File: config.mk
export PLATFORM = sky130hd
export DESIGN_NAME = fpu_status_control_exceptions
export DESIGN_NICKNAME = d
export VERILOG_FILES = /design/src/rtl/fpu_status_pkg.sv /design/src/rtl/fpu_cc_encode.sv /design/src/rtl/fpu_pointer_store.sv /design/src/rtl/fpu_status_control_exceptions.sv
export VERILOG_INCLUDE_DIRS = /design/src /design/src/rtl
export SDC_FILE = /design/constraint.sdc
export NUM_CORES = 1
export LEC_CHECK = 0
export BUFFER_PORTS_ARGS = -buffer_cell sky130_fd_sc_hd__buf_2
export CORE_ASPECT_RATIO = 0.6
export CORE_MARGIN = 5
export CORE_UTILIZATION = 53
export DETAILED_ROUTE_END_ITERATION = 16
export PLACE_DENSITY = 0.86
export SETUP_SLACK_MARGIN = 0.5
export SKIP_CTS_REPAIR_TIMING = 1
export SLEW_MARGIN = 25
export SYNTH_ARGS = -nofsm -noshare
export SYNTH_HDL_FRONTEND = slang
export SYNTH_SLANG_ARGS = --single-unit
File: constraint.sdc
create_clock -name I_REF_CLK -period 5 [get_ports I_REF_CLK]
set_clock_uncertainty 0.15 [all_clocks]
set_input_delay 0.75 -clock I_REF_CLK [delete_from_list [all_inputs] [get_ports I_REF_CLK]]
set_output_delay 0.75 -clock I_REF_CLK [all_outputs]
set_load 0.1 [all_outputs]
File: src/rtl/fpu_status_defines.svh
// Bit positions, reset values and field codes of the numeric control, status and tag words.
// Assumes inclusion by bare name from design files that need these constants.
`ifndef FPU_STATUS_DEFINES_SVH
`define FPU_STATUS_DEFINES_SVH

`define SW_BUSY_MIRROR   15
`define SW_C3            14
`define SW_TOP_HI        13
`define SW_TOP_LO        11
`define SW_C2            10
`define SW_C1            9
`define SW_C0            8
`define SW_ERROR_SUMMARY 7
`define SW_STACK_FAULT   6
`define SW_FLAGS_HI      5
`define SW_FLAGS_LO      0

`define CW_INFINITY_CTL  12
`define CW_ROUND_HI      11
`define CW_ROUND_LO      10
`define CW_PREC_HI       9
`define CW_PREC_LO       8
`define CW_MASK_HI       5
`define CW_MASK_LO       0

`define CW_RESET_VALUE   16'h037f
`define TW_RESET_VALUE   16'hffff
`define TOP_RESET_VALUE  3'h0
`define FLAGS_CLEAR      6'h00
`define CC_CLEAR         4'h0
`define CC_INCOMPLETE    4'h4
`define NUM_DATA_REGS    8
`define TAG_BITS         2

`define TAG_CODE_VALID   2'h0
`define TAG_CODE_ZERO    2'h1
`define TAG_CODE_EMPTY   2'h3

`define CMP_CODE_GREATER 3'h0
`define CMP_CODE_LESS    3'h1
`define CMP_CODE_EQUAL   3'h4
`define CMP_CODE_UNORD   3'h7

`endif

File: src/rtl/fpu_status_pkg.sv
// Types shared by the numeric status, control and exception logic.
// Assumes the datapath and bus unit on the same clock produce the command fields.
package fpu_status_pkg;

	typedef enum logic [3:0] {
		OP_NOP       = 4'h0,
		OP_ARITH     = 4'h1,
		OP_PREM      = 4'h2,
		OP_COMPARE   = 4'h3,
		OP_EXAMINE   = 4'h4,
		OP_TRIG      = 4'h5,
		OP_LOAD_ENV  = 4'h6,
		OP_RESTORE   = 4'h7,
		OP_STORE_ENV = 4'h8,
		OP_SAVE      = 4'h9,
		OP_INIT      = 4'ha,
		OP_CLEAR     = 4'hb,
		OP_STORE_SW  = 4'hc,
		OP_LOAD_CW   = 4'hd,
		OP_STORE_CW  = 4'he
	} op_e;

	typedef enum logic [1:0] {
		CMP_GREATER = 2'h0,
		CMP_LESS    = 2'h1,
		CMP_EQUAL   = 2'h2,
		CMP_UNORD   = 2'h3
	} cmp_e;

	// Codes are the C3, C2, C0 pattern of the examine result.
	typedef enum logic [2:0] {
		CLS_UNSUPPORTED = 3'h0,
		CLS_NAN         = 3'h1,
		CLS_NORMAL      = 3'h2,
		CLS_INFINITY    = 3'h3,
		CLS_ZERO        = 3'h4,
		CLS_EMPTY       = 3'h5,
		CLS_DENORMAL    = 3'h6
	} class_e;

	typedef struct packed {
		logic [19:0] instr_addr;
		logic [19:0] data_addr;
		logic [10:0] opcode;
	} ptr_s;

	typedef struct packed {
		logic [15:0] control;
		logic [15:0] status;
		logic [15:0] tags;
		ptr_s        ptr;
	} env_s;

	typedef struct packed {
		logic        valid;
		op_e         op;
		logic        nowait;
		logic        push;
		logic        pop;
		logic [5:0]  exc;
		logic        stack_fault;
		logic        stack_over;
		logic        roundup;
		cmp_e        cmp;
		class_e      cls;
		logic        sign;
		logic [2:0]  quotient;
		logic        incomplete;
		logic        out_of_range;
		logic        has_mem;
		logic        tag_we;
		logic [2:0]  tag_idx;
		logic [1:0]  tag_code;
		ptr_s        ptr;
	} cmd_s;

	typedef struct packed {
		logic [15:0] control;
		logic [5:0]  flags;
		logic        stack_fault;
		logic [3:0]  cc;
		logic [2:0]  top;
		logic [15:0] tags;
		logic        summary;
		logic [5:0]  default_action;
		logic [5:0]  first_unmasked;
		logic        keep_operand;
		env_s        store_image;
		logic        store_valid;
	} ctl_state_s;

	typedef struct packed {
		ptr_s mem;
		ptr_s rd;
	} ptr_state_s;

endpackage

File: src/rtl/fpu_cc_encode.sv
// Next condition-code value for one accepted command.
// Assumes the datapath supplies compare, class, quotient and rounding outcomes.
`timescale 1ns/1ps
`include "fpu_status_defines.svh"
module fpu_cc_encode (
	input  wire fpu_status_pkg::cmd_s  i_cmd,
	input  wire logic [15:0]           i_load_status,
	input  wire logic [3:0]            i_cc,
	output logic [3:0]                 o_cc
);
	// Bit order of o_cc: [3]=C3, [2]=C2, [1]=C1, [0]=C0.
	logic       c1_arith;
	logic [2:0] cmp_code;

	always_comb begin
		c1_arith = i_cmd.stack_fault ? i_cmd.stack_over : i_cmd.roundup;
		unique case (i_cmd.cmp)
			fpu_status_pkg::CMP_GREATER: cmp_code = `CMP_CODE_GREATER;
			fpu_status_pkg::CMP_LESS:    cmp_code = `CMP_CODE_LESS;
			fpu_status_pkg::CMP_EQUAL:   cmp_code = `CMP_CODE_EQUAL;
			fpu_status_pkg::CMP_UNORD:   cmp_code = `CMP_CODE_UNORD;
		endcase
		o_cc = i_cc;
		unique case (i_cmd.op)
			fpu_status_pkg::OP_PREM: begin
				if (i_cmd.incomplete) begin
					o_cc = `CC_INCOMPLETE;
				end else begin
					o_cc = {i_cmd.quotient[1], 1'b0,
						i_cmd.stack_fault ? i_cmd.stack_over : i_cmd.quotient[0],
						i_cmd.quotient[2]};
				end
			end
			fpu_status_pkg::OP_COMPARE: begin
				o_cc = {cmp_code[2], cmp_code[1],
					i_cmd.stack_fault & i_cmd.stack_over, cmp_code[0]};
			end
			fpu_status_pkg::OP_EXAMINE: begin
				o_cc = {i_cmd.cls[2], i_cmd.cls[1], i_cmd.sign, i_cmd.cls[0]};
			end
			fpu_status_pkg::OP_TRIG: begin
				o_cc[2] = i_cmd.out_of_range;
				o_cc[1] = c1_arith;
			end
			fpu_status_pkg::OP_ARITH: begin
				o_cc[1] = c1_arith;
			end
			fpu_status_pkg::OP_LOAD_ENV,
			fpu_status_pkg::OP_RESTORE: begin
				o_cc = {i_load_status[`SW_C3], i_load_status[`SW_C2],
					i_load_status[`SW_C1], i_load_status[`SW_C0]};
			end
			default: begin
				o_cc = i_cc;
			end
		endcase
	end
endmodule // fpu_cc_encode

File: src/rtl/fpu_pointer_store.sv
// Instruction and data pointer storage for exception handlers, with registered read data.
// Assumes one write port driven by the control unit on the same clock.
`timescale 1ns/1ps
module fpu_pointer_store (
	input  wire logic                  i_clk,
	input  wire logic                  i_rst_n,
	input  wire logic                  i_wr_en,
	input  wire logic                  i_keep_data_addr,
	input  wire fpu_status_pkg::ptr_s  i_wr,
	output fpu_status_pkg::ptr_s       o_rd
);
	fpu_status_pkg::ptr_state_s s_r;
	fpu_status_pkg::ptr_state_s s_nxt;

	always_comb begin
		s_nxt = s_r;
		if (i_wr_en) begin
			s_nxt.mem.instr_addr = i_wr.instr_addr;
			s_nxt.mem.opcode     = i_wr.opcode;
			// The data pointer is left as it was when the escape has no memory operand.
			if (!i_keep_data_addr) begin
				s_nxt.mem.data_addr = i_wr.data_addr;
			end
		end
		// Write-through so a store right after a capture sees the new pointers.
		s_nxt.rd = s_nxt.mem;
	end

	always_ff @(posedge i_clk) begin
		if (!i_rst_n) begin
			s_r <= '0;
		end else begin
			s_r <= s_nxt;
		end
	end

	assign o_rd = s_r.rd;
endmodule // fpu_pointer_store

File: src/rtl/fpu_status_control_exceptions.sv
// Status, control and tag words of the numeric coprocessor, with error reporting.
// Assumes the datapath and the escape decoder drive I_CMD on I_REF_CLK, one command per cycle.
// Assumes I_LOAD_IMAGE is settled in the cycle of a load command; it is ignored otherwise.
`timescale 1ns/1ps
`include "fpu_status_defines.svh"
module fpu_status_control_exceptions (
	input  wire logic                  I_REF_CLK,
	input  wire logic                  I_NRST,
	input  wire fpu_status_pkg::cmd_s  I_CMD,
	input  wire fpu_status_pkg::env_s  I_LOAD_IMAGE,
	output logic                       O_TRAP_REQ,
	output logic                       O_ERROR,
	output logic [15:0]                O_STATUS_WORD,
	output logic [15:0]                O_CONTROL_WORD,
	output logic [15:0]                O_TAG_WORD,
	output logic [1:0]                 O_ROUNDING_SELECT,
	output logic [1:0]                 O_PRECISION_SELECT,
	output logic [5:0]                 O_EXC_MASK,
	output logic [5:0]                 O_DEFAULT_ACTION,
	output logic [5:0]                 O_FIRST_UNMASKED,
	output logic                       O_KEEP_OPERAND,
	output fpu_status_pkg::env_s       O_STORE_IMAGE,
	output logic                       O_STORE_VALID
);
	fpu_status_pkg::ctl_state_s s_r;
	fpu_status_pkg::ctl_state_s s_nxt;
	fpu_status_pkg::ptr_s       ptr_rd;
	fpu_status_pkg::ptr_s       ptr_wr;
	logic [3:0]                 cc_enc;
	logic                       accept;
	logic                       ptr_we;
	logic                       ptr_keep_dp;
	logic                       no_trap_op;
	logic [`NUM_DATA_REGS-1:0]  tag_hit;

	// Flag order is invalid, denormal, zero divide, overflow, underflow, precision,
	// which is also the precedence; lowest index wins.
	function automatic logic [5:0] first_set(input logic [5:0] v);
		logic [5:0] r;
		r = 6'h00;
		for (int i = 5; i >= 0; i--) begin
			if (v[i]) begin
				r = 6'h01 << i;
			end
		end
		return r;
	endfunction

	// A flag counts toward the error only while its mask bit is clear.
	function automatic logic summary_of(input logic [5:0] flags, input logic [15:0] cw);
		return |(flags & ~cw[`CW_MASK_HI:`CW_MASK_LO]);
	endfunction

	// Bit 15 is a copy of the summary, never a register of its own, so the two cannot part.
	function automatic logic [15:0] status_of(input fpu_status_pkg::ctl_state_s st);
		logic [15:0] w;
		w = 16'h0000;
		w[`SW_BUSY_MIRROR]                  = st.summary;
		w[`SW_C3]                           = st.cc[3];
		w[`SW_TOP_HI:`SW_TOP_LO]            = st.top;
		w[`SW_C2]                           = st.cc[2];
		w[`SW_C1]                           = st.cc[1];
		w[`SW_C0]                           = st.cc[0];
		w[`SW_ERROR_SUMMARY]                = st.summary;
		w[`SW_STACK_FAULT]                  = st.stack_fault;
		w[`SW_FLAGS_HI:`SW_FLAGS_LO]        = st.flags;
		return w;
	endfunction

	function automatic logic is_control_op(input fpu_status_pkg::op_e op);
		return op inside {fpu_status_pkg::OP_LOAD_ENV, fpu_status_pkg::OP_RESTORE,
			fpu_status_pkg::OP_STORE_ENV, fpu_status_pkg::OP_SAVE,
			fpu_status_pkg::OP_INIT, fpu_status_pkg::OP_CLEAR,
			fpu_status_pkg::OP_STORE_SW, fpu_status_pkg::OP_LOAD_CW,
			fpu_status_pkg::OP_STORE_CW};
	endfunction

	function automatic logic is_reload_op(input fpu_status_pkg::op_e op);
		return op inside {fpu_status_pkg::OP_LOAD_ENV, fpu_status_pkg::OP_RESTORE};
	endfunction

	// No-wait forms exempt.
	// Without them a handler could never inspect or clear a pending error.
	always_comb begin
		no_trap_op = I_CMD.nowait & (I_CMD.op inside {fpu_status_pkg::OP_INIT,
			fpu_status_pkg::OP_CLEAR, fpu_status_pkg::OP_STORE_SW,
			fpu_status_pkg::OP_STORE_ENV, fpu_status_pkg::OP_SAVE});
	end

	// Trap request on escape.
	// A trapped escape is refused here, so it can be restarted after the handler.
	// Refusing also leaves the pointers alone, so the handler still sees the faulting
	// escape and not the one that tripped over the pending error.
	assign O_TRAP_REQ = I_CMD.valid & s_r.summary & ~no_trap_op;
	// One command per edge; a refused one is simply not taken and the host retries it.
	assign accept     = I_CMD.valid & ~O_TRAP_REQ;

	// Condition bits are worked out beside the state so each encoding sits in one place.
	fpu_cc_encode u_cc_encode (
		.i_cmd         (I_CMD),
		.i_load_status (I_LOAD_IMAGE.status),
		.i_cc          (s_r.cc),
		.o_cc          (cc_enc)
	);

	// Data pointer kept without operand.
	// Control operations other than the two reloads leave the pointers alone: a handler that stores the environment
	// must see the escape that failed, not the store itself.
	always_comb begin
		ptr_we      = 1'b0;
		ptr_keep_dp = 1'b0;
		ptr_wr      = I_CMD.ptr;
		if (accept) begin
			if (is_reload_op(I_CMD.op)) begin
				ptr_we = 1'b1;
				ptr_wr = I_LOAD_IMAGE.ptr;
			end else if (!is_control_op(I_CMD.op)) begin
				ptr_we      = 1'b1;
				ptr_keep_dp = ~I_CMD.has_mem;
			end
		end
	end

	fpu_pointer_store u_pointer_store (
		.i_clk            (I_REF_CLK),
		.i_rst_n          (I_NRST),
		.i_wr_en          (ptr_we),
		.i_keep_data_addr (ptr_keep_dp),
		.i_wr             (ptr_wr),
		.o_rd             (ptr_rd)
	);

	// Tag write strobes.
	// Each strobe matches an absolute register number; the stack top never enters the
	// index, so a push or pop in the same command cannot move the tag that is written.
	for (genvar g = 0; g < `NUM_DATA_REGS; g++) begin : g_tag_hit
		assign tag_hit[g] = I_CMD.tag_we & (I_CMD.tag_idx == 3'(g));
	end

	always_comb begin
		s_nxt                = s_r;
		s_nxt.store_valid    = 1'b0;
		s_nxt.default_action = 6'h00;
		s_nxt.first_unmasked = 6'h00;
		s_nxt.keep_operand   = 1'b0;
		if (accept) begin
			unique case (I_CMD.op)
				// Infinity bit cleared.
				// Initialize also clears the condition bits, which are otherwise undefined.
				fpu_status_pkg::OP_INIT: begin
					s_nxt.control     = `CW_RESET_VALUE;
					s_nxt.flags       = `FLAGS_CLEAR;
					s_nxt.stack_fault = 1'b0;
					s_nxt.top         = `TOP_RESET_VALUE;
					s_nxt.tags        = `TW_RESET_VALUE;
					s_nxt.cc          = `CC_CLEAR;
				end
				fpu_status_pkg::OP_CLEAR: begin
					s_nxt.flags       = `FLAGS_CLEAR;
					s_nxt.stack_fault = 1'b0;
				end
				// Infinity bit stored.
				// Only the control word moves; the error may still change with the new masks.
				fpu_status_pkg::OP_LOAD_CW: begin
					s_nxt.control = I_LOAD_IMAGE.control;
				end
				fpu_status_pkg::OP_LOAD_ENV,
				fpu_status_pkg::OP_RESTORE: begin
					s_nxt.control     = I_LOAD_IMAGE.control;
					s_nxt.flags       = I_LOAD_IMAGE.status[`SW_FLAGS_HI:`SW_FLAGS_LO];
					s_nxt.stack_fault = I_LOAD_IMAGE.status[`SW_STACK_FAULT];
					s_nxt.top         = I_LOAD_IMAGE.status[`SW_TOP_HI:`SW_TOP_LO];
					s_nxt.tags        = I_LOAD_IMAGE.tags;
					s_nxt.cc          = cc_enc;
				end
				// Environment store.
				// Condition bits are not touched, which satisfies the undefined case.
				// The image is the state before this command, so a store never sees itself.
				fpu_status_pkg::OP_STORE_ENV,
				fpu_status_pkg::OP_SAVE,
				fpu_status_pkg::OP_STORE_SW,
				fpu_status_pkg::OP_STORE_CW: begin
					s_nxt.store_image.control = s_r.control;
					s_nxt.store_image.status  = status_of(s_r);
					s_nxt.store_image.tags    = s_r.tags;
					s_nxt.store_image.ptr     = ptr_rd;
					s_nxt.store_valid         = 1'b1;
				end
				// Every command that executes on the datapath lands here.
				fpu_status_pkg::OP_NOP,
				fpu_status_pkg::OP_ARITH,
				fpu_status_pkg::OP_PREM,
				fpu_status_pkg::OP_COMPARE,
				fpu_status_pkg::OP_EXAMINE,
				fpu_status_pkg::OP_TRIG: begin
					s_nxt.flags = s_r.flags | I_CMD.exc;
					if (I_CMD.stack_fault) begin
						s_nxt.stack_fault = 1'b1;
					end
					s_nxt.cc = cc_enc;
					s_nxt.default_action = I_CMD.exc & s_r.control[`CW_MASK_HI:`CW_MASK_LO];
					s_nxt.first_unmasked = first_set(I_CMD.exc &
						~s_r.control[`CW_MASK_HI:`CW_MASK_LO]);
					s_nxt.keep_operand = (I_CMD.op == fpu_status_pkg::OP_TRIG) &
						I_CMD.out_of_range;
					if (I_CMD.push && !I_CMD.pop) begin
						s_nxt.top = s_r.top - 3'h1;
					end else if (I_CMD.pop && !I_CMD.push) begin
						s_nxt.top = s_r.top + 3'h1;
					end
					for (int i = 0; i < `NUM_DATA_REGS; i++) begin
						if (tag_hit[i]) begin
							s_nxt.tags[i * `TAG_BITS +: `TAG_BITS] = I_CMD.tag_code;
						end
					end
				end
				// The spare op code changes no flag, condition bit, tag or stack top; only the pointers record it, as for arithmetic.
				default: begin
				end
			endcase
		end
		// Recomputed after every change, so a reload raises the error at once.
		// Working from the next flags and masks keeps the error pin in step with the flags;
		// a copy of the old state would let one more escape slip through unrefused.
		s_nxt.summary = summary_of(s_nxt.flags, s_nxt.control);
	end

	// Synchronous reset only: every output but O_TRAP_REQ settles on a clock edge, the first one too.
	always_ff @(posedge I_REF_CLK) begin
		if (!I_NRST) begin
			// Reset tags empty.
			// Pulses, flags and the stack-top index start at zero by the same clear.
			s_r         <= '0;
			s_r.control <= `CW_RESET_VALUE;
			s_r.tags    <= `TW_RESET_VALUE;
		end else begin
			s_r <= s_nxt;
		end
	end

	// Every output below is a straight copy of state, so none of them can glitch.
	// Error output from summary.
	assign O_ERROR            = s_r.summary;
	assign O_STATUS_WORD      = status_of(s_r);
	assign O_CONTROL_WORD     = s_r.control;
	assign O_TAG_WORD         = s_r.tags;
	assign O_ROUNDING_SELECT  = s_r.control[`CW_ROUND_HI:`CW_ROUND_LO];
	assign O_PRECISION_SELECT = s_r.control[`CW_PREC_HI:`CW_PREC_LO];
	assign O_EXC_MASK         = s_r.control[`CW_MASK_HI:`CW_MASK_LO];
	assign O_DEFAULT_ACTION   = s_r.default_action;
	assign O_FIRST_UNMASKED   = s_r.first_unmasked;
	assign O_KEEP_OPERAND     = s_r.keep_operand;
	assign O_STORE_IMAGE      = s_r.store_image;
	assign O_STORE_VALID      = s_r.store_valid;
endmodule // fpu_status_control_exceptions

* Word-level counts from Yosys, hierarchy flattened
Index checks and enable logic that the tools add are counted.
** Storage, ports and cells
- Register bits after elaboration :: 211
- Bits of input ports :: 187
** Operators by class
- $add $sub $neg :: 2
- Equality and inequality tests :: 34
- Muxes and demuxes :: 40
- Bitwise logic cells :: 27
- Reduce and logical (&&, ||, !) cells :: 41
** Operators by type and width (number)
- two-way mux 51 bit :: 3
- one-hot mux 23 bit (3 select lines) :: 1
- two-way mux 36 bit :: 1
- AND reduction 3 bit :: 11
- one-hot mux 16 bit (2 select lines) :: 1
- == test 4 bit (second input constant) :: 7
- one-hot mux 7 bit (3 select lines) :: 1
- two-way mux 20 bit :: 1
- AND 6 bit :: 3
- two-way mux 2 bit :: 9
- inequality test 2 bit (second input constant) :: 9
- OR reduction 6 bit :: 3
- == test 4 x 3 -> 1 bit (second input constant) :: 4
- AND 1 bit :: 14
- == test 3 bit (second input constant) :: 4
- NOT 6 bit :: 2
- one-hot mux 3 bit (4 select lines) :: 1
- two-way mux 1 bit :: 11
- one-hot mux 1 bit (5 select lines) :: 2
- AND reduction 2 bit :: 5
- two-way mux 3 bit :: 3
- nonzero test 9 bit :: 1
- == test 4 x 2 -> 1 bit (second input constant) :: 2
- two-way mux 4 bit :: 2
- 27 further kinds :: 43

* Longest topological paths before layout
- Depth in word-level cells :: 11
- Mapped depth :: 10
- Gate-level depth less buffers :: 9

* Hierarchy
From an unflattened synthesis, not the netlist that was laid out.
** Second synthesis, totals
- Cells, all modules :: 1043
- Area total of the unflattened synthesis :: 9022.4 um^2
** Modules (own cells, without submodules)
- fpu_status_control_exceptions :: instances 1, cells each 812, area an instance 6713.9 um^2, seq. area each 3183.1 um^2
- fpu_pointer_store :: instances 1, cells each 188, area an instance 1989.4 um^2, seq. area each 1021.0 um^2
- fpu_cc_encode :: instances 1, cells each 43, area an instance 319.1 um^2, seq. area each 0.0 um^2

* Least setup slack after synthesis
OpenSTA, ideal clock, no wires.
- Path kind :: register to output
- Start :: register s_r, in the netlist O_ERROR
- End :: output port O_TRAP_REQ
- Arrival time :: 2.124 ns
- Required time :: 4.100 ns
- Setup slack :: 1.976 ns
- Stages on the path, launching flop included :: 3
- Cell sequence :: dfxtp_1 a21boi_0 o21a_1
** On the way
- Longest elaborated chain between the ends :: 2
** Ends and longest elaborated chain
- start: declaration :: RTL line fpu_status_control_exceptions.sv:25 : fpu_status_pkg::ctl_state_s s_r;
- start signal: assignment :: RTL line fpu_status_control_exceptions.sv:237 : s_r <= s_nxt;
- AND 1 bit (2 in series) :: RTL line fpu_status_control_exceptions.sv:94 : assign O_TRAP_REQ = I_CMD.valid & s_r.summary & ~no_trap_op;
- end: declaration :: RTL line fpu_status_control_exceptions.sv:11 : output logic O_TRAP_REQ,
No other way between the ends.

* Worst setup path in the final report
- Start :: register s_r, in the netlist O_ERROR
- End :: register s_r, in the netlist O_ERROR
** On the way
- Longest elaborated chain between the ends :: 8
** Ends and longest elaborated chain
- AND 1 bit * (2 in series) :: RTL line fpu_status_control_exceptions.sv:94
- NOT 1 bit * :: RTL line fpu_status_control_exceptions.sv:96 : assign accept = I_CMD.valid & ~O_TRAP_REQ;
- AND 1 bit * :: RTL line fpu_status_control_exceptions.sv:96
- two-way mux 36 bit * :: RTL line fpu_status_control_exceptions.sv:146 : if (accept) begin
- NOT 6 bit :: RTL line fpu_status_control_exceptions.sv:51 : return |(flags & ~cw[`CW_MASK_HI:`CW_MASK_LO]);
- AND 6 bit * :: RTL line fpu_status_control_exceptions.sv:51
- OR reduction 6 bit * :: RTL line fpu_status_control_exceptions.sv:51
Mark *: on every way between the ends. The rest lies on a longest branch, timed or not.
A chain may end at the register's enable or synchronous reset.

==> flow_summary.ini <==
[route]
vias = 8581
vias_per_cell = 5.45
drt_iter0_markers = 584
routedWlPerCell_um = 17.1
final_antenna_net_count = 0
drtPass1Iterations = 5
routed_wl_mm = 26.9
drc_errors = 0

[hold_path]
hold_path.class = reg -> reg
min-delay-start = O_STORE_IMAGE[30]$_SDFFE_PN0P_
holdPathEnd = O_STORE_IMAGE[30]$_SDFFE_PN0P_
holdPathStages = 2

[worst_setup_path]
reg2reg_depth = 6
regToRegSetupSlack_ns = 1.84
crit_path_max_fanout = 14
endpoint_kind = flop
path_class = reg -> reg
crit_required_ns = 5.22
path_cells = a21boi_0 > or3b_1 > or2_0 > o22ai_1 > and2_1 > o41a_1
cp.arrival_ns = 3.37
timing.rr.end = O_ERROR$_SDFF_PN0_
max_stage_delay_ns = 0.64
slowest_stage = or3b_1
worstReg2RegStart = O_ERROR$_SDFF_PN0_
start_kind = flop

[run_status]
outcome = complete, no violations

[cts]
clk_pin_slew_ns = 0.07
cts_tree = done
cts_root_buf = clkbuf_16
max-clock-path-buffers = 3
cts_sinks = 210
clock_latency_ns = 0.49
cts_inserted_buffers = 20
htreeDepth = 1

[die]
die_w_um = 179
boundaryPins = 360
start_util_pct = 53.4
dieArea_um2 = 19900
rows = 37
coreArea_um2 = 16900
die_y_um = 111

[yosys]
synth_xor_xnor_area_share_pct = 0.291
synth-async-reset-ratio_pct = 0
synth-compound-area-share_pct = 22.1
synth_warnings = 0
ys_types = 59
syn_inst = 1032
yosys.area_share.simple_pct = 19.6
synth.area.mux_share_pct = 5.98
ys_seq_area_share_pct = 46.5
synth_fa_ha_area_share_pct = 0.360
ys_ff_latch = 210
synth_fp_nets = 1221
netlist_area_um2 = 9040
synthFlopType = dfxtp_1
synth-edff-count = 0
synth_top_family_by_area = compound AO/OA/AOI/OAI gates
synth.avg_cell_area_um2 = 8.76

[finish]
fin_nets = 1516
final_cells = 1575
drive_above_1_share_pct = 30.3
area_growth_pct = 27.1
final_cell_mix = buf_2 (356), nand2_1 (276), dfxtp_1 (210)
final_common_cell = buf_2

[timing]
period_needed_ns = 3.16
fin_setup_tns_ns = 0
hold_viol = 0
tightest_slew_ns = 0.789
rsz0062_at_grt = no
period_share_pct = 63.1
maxSlewViolCount = 0
setup_viol = 0
timing.fmax_mhz = 317
max_slew_margin_pct = 47.2

[pwr]
p_per_area_nw_per_um2 = 363
leakagePower_nw = 5.44
p_total_mw = 4.17
ir_drop_v = 0.000227

[placed_design]
gp_congestion = 0.837
numPortBuffers = 357
placed_cells = 1538
post-dp-hpwl_mm = 19.1

[grt]
grt_max_degree = 99
grt-ovfl-total = 0
met3_usage_pct = 4.91
grt_usage_pct = 25.2
grt.busiest_layer = met2
grt_pass1_vias = 8186
grt_use_met2_pct = 42.6
antenna_found_initial = 1
grt_pass1_wl_mm = 41.5
grt_util_met1_pct = 33.5

[run]
max_cap_violations = 0
[power by group]
group / total [mW] / internal (mW) / leakage, nW / switching [mW]
clock: 1.59 / 0.955 / 0.343 / 0.640
combinational: 0.781 / 0.201 / 3.39 / 0.580
sequential: 1.80 / 1.75 / 1.71 / 0.0486
[worst max path at each step]
stage	from	end	slack [ns]
after floorplan	O_ERROR$_SDFF_PN0_	O_TRAP_REQ	1.98
after global placement	I_CMD[83]	O_ERROR$_SDFF_PN0_	1.45
after detailed placement	I_CMD[83]	O_ERROR$_SDFF_PN0_	1.41
after CTS	O_ERROR$_SDFF_PN0_	O_STORE_IMAGE[80]$_SDFFE_PN0P_	1.79
after global routing	O_ERROR$_SDFF_PN0_	O_ERROR$_SDFF_PN0_	1.64
final	O_ERROR$_SDFF_PN0_	O_ERROR$_SDFF_PN0_	1.84
[cell families (layout without fill, tap and decap cells)]
logic type                 Yosys count  after routing
and+or+nand+nor                    404            404
adders and majority gates            2              2
muxes                               54             54
buffers and inverters               98            406
xor gates and xnor gates             3              3
other                                0              1
AOI/OAI and AO/OA                  261            261
DFF                                210            210
[metrics by stage]
stage	instance area, um2	setup slack (ns)	util [%]	hold WS [ns]
floorplan	9040	1.98	-	0.281
global placement	10800	1.45	63.5	0.289
CTS	11500	1.79	67.7	0.304
detailed placement	10800	1.41	63.5	0.295
finish	11500	1.84	67.8	0.301
global route	11500	1.64	67.8	0.318
[area by class of cell]
type                    count  area, um2
diodes                      1       2.50
clock buffers              26        563
clock inverters             9        138
fillers                  1381       5450
inverters                   5       18.8
multi-input cells         724       4390
flip-flops and latches    210       4200
well taps                 234        293
repair buffers            366       1890
[registers in the layout, indices dropped and copies added (netlist names)]
name / cells
O_FIRST_UNMASKED: 6
O_DEFAULT_ACTION: 6
O_TAG_WORD: 16
O_STORE_IMAGE: 98
O_STORE_VALID: 1
O_CONTROL_WORD: 16
O_ERROR: 1
O_KEEP_OPERAND: 1
O_STATUS_WORD: 14
u_pointer_store.s_r: 11
u_pointer_store.o_rd: 40
[worst max-delay path: cells and delay by family, from the launching register on]
kind / cells / cell delay, ns
DFF: 1 / 0.51
AOI/OAI and AO/OA: 3 / 1.00
and+or+nand+nor: 3 / 1.37
[layer usage]
layer | share of wire [%] | vias up
li1 | - | 4113
met1 | 41 | 4035
met2 | 48 | 397
met3 | 8.6 | 36
met4 | 1.9 | 0
met5 | 0 | -
[synthesized netlist by cell type (3+ instances only)]
cell type | number | area [um2]
nand2b_1 | 10 | 62.6
mux2i_1 | 54 | 541
a32oi_1 | 4 | 35.0
and3_1 | 7 | 43.8
o211ai_1 | 8 | 60.1
nor2b_1 | 25 | 156
o21ai_0 | 17 | 85.1
nor3b_1 | 3 | 22.5
nand3b_1 | 3 | 22.5
a22oi_1 | 7 | 52.6
o211a_1 | 52 | 521
clkbuf_1 | 49 | 184
o22a_1 | 5 | 43.8
nand2_1 | 276 | 1040
nor2_1 | 32 | 120
nand3_1 | 4 | 20.0
buf_4 | 19 | 143
nor3_1 | 10 | 50.1
a21boi_1 | 9 | 67.6
dfxtp_1 | 210 | 4200
a21oi_1 | 34 | 170
o22ai_1 | 7 | 43.8
buf_2 | 22 | 110
nand4b_1 | 3 | 26.3
nor4_1 | 6 | 37.5
and2_1 | 17 | 106
inv_1 | 5 | 18.8
a21boi_0 | 93 | 698
a21o_1 | 8 | 60.1
(Power assumes the default switching activity.)
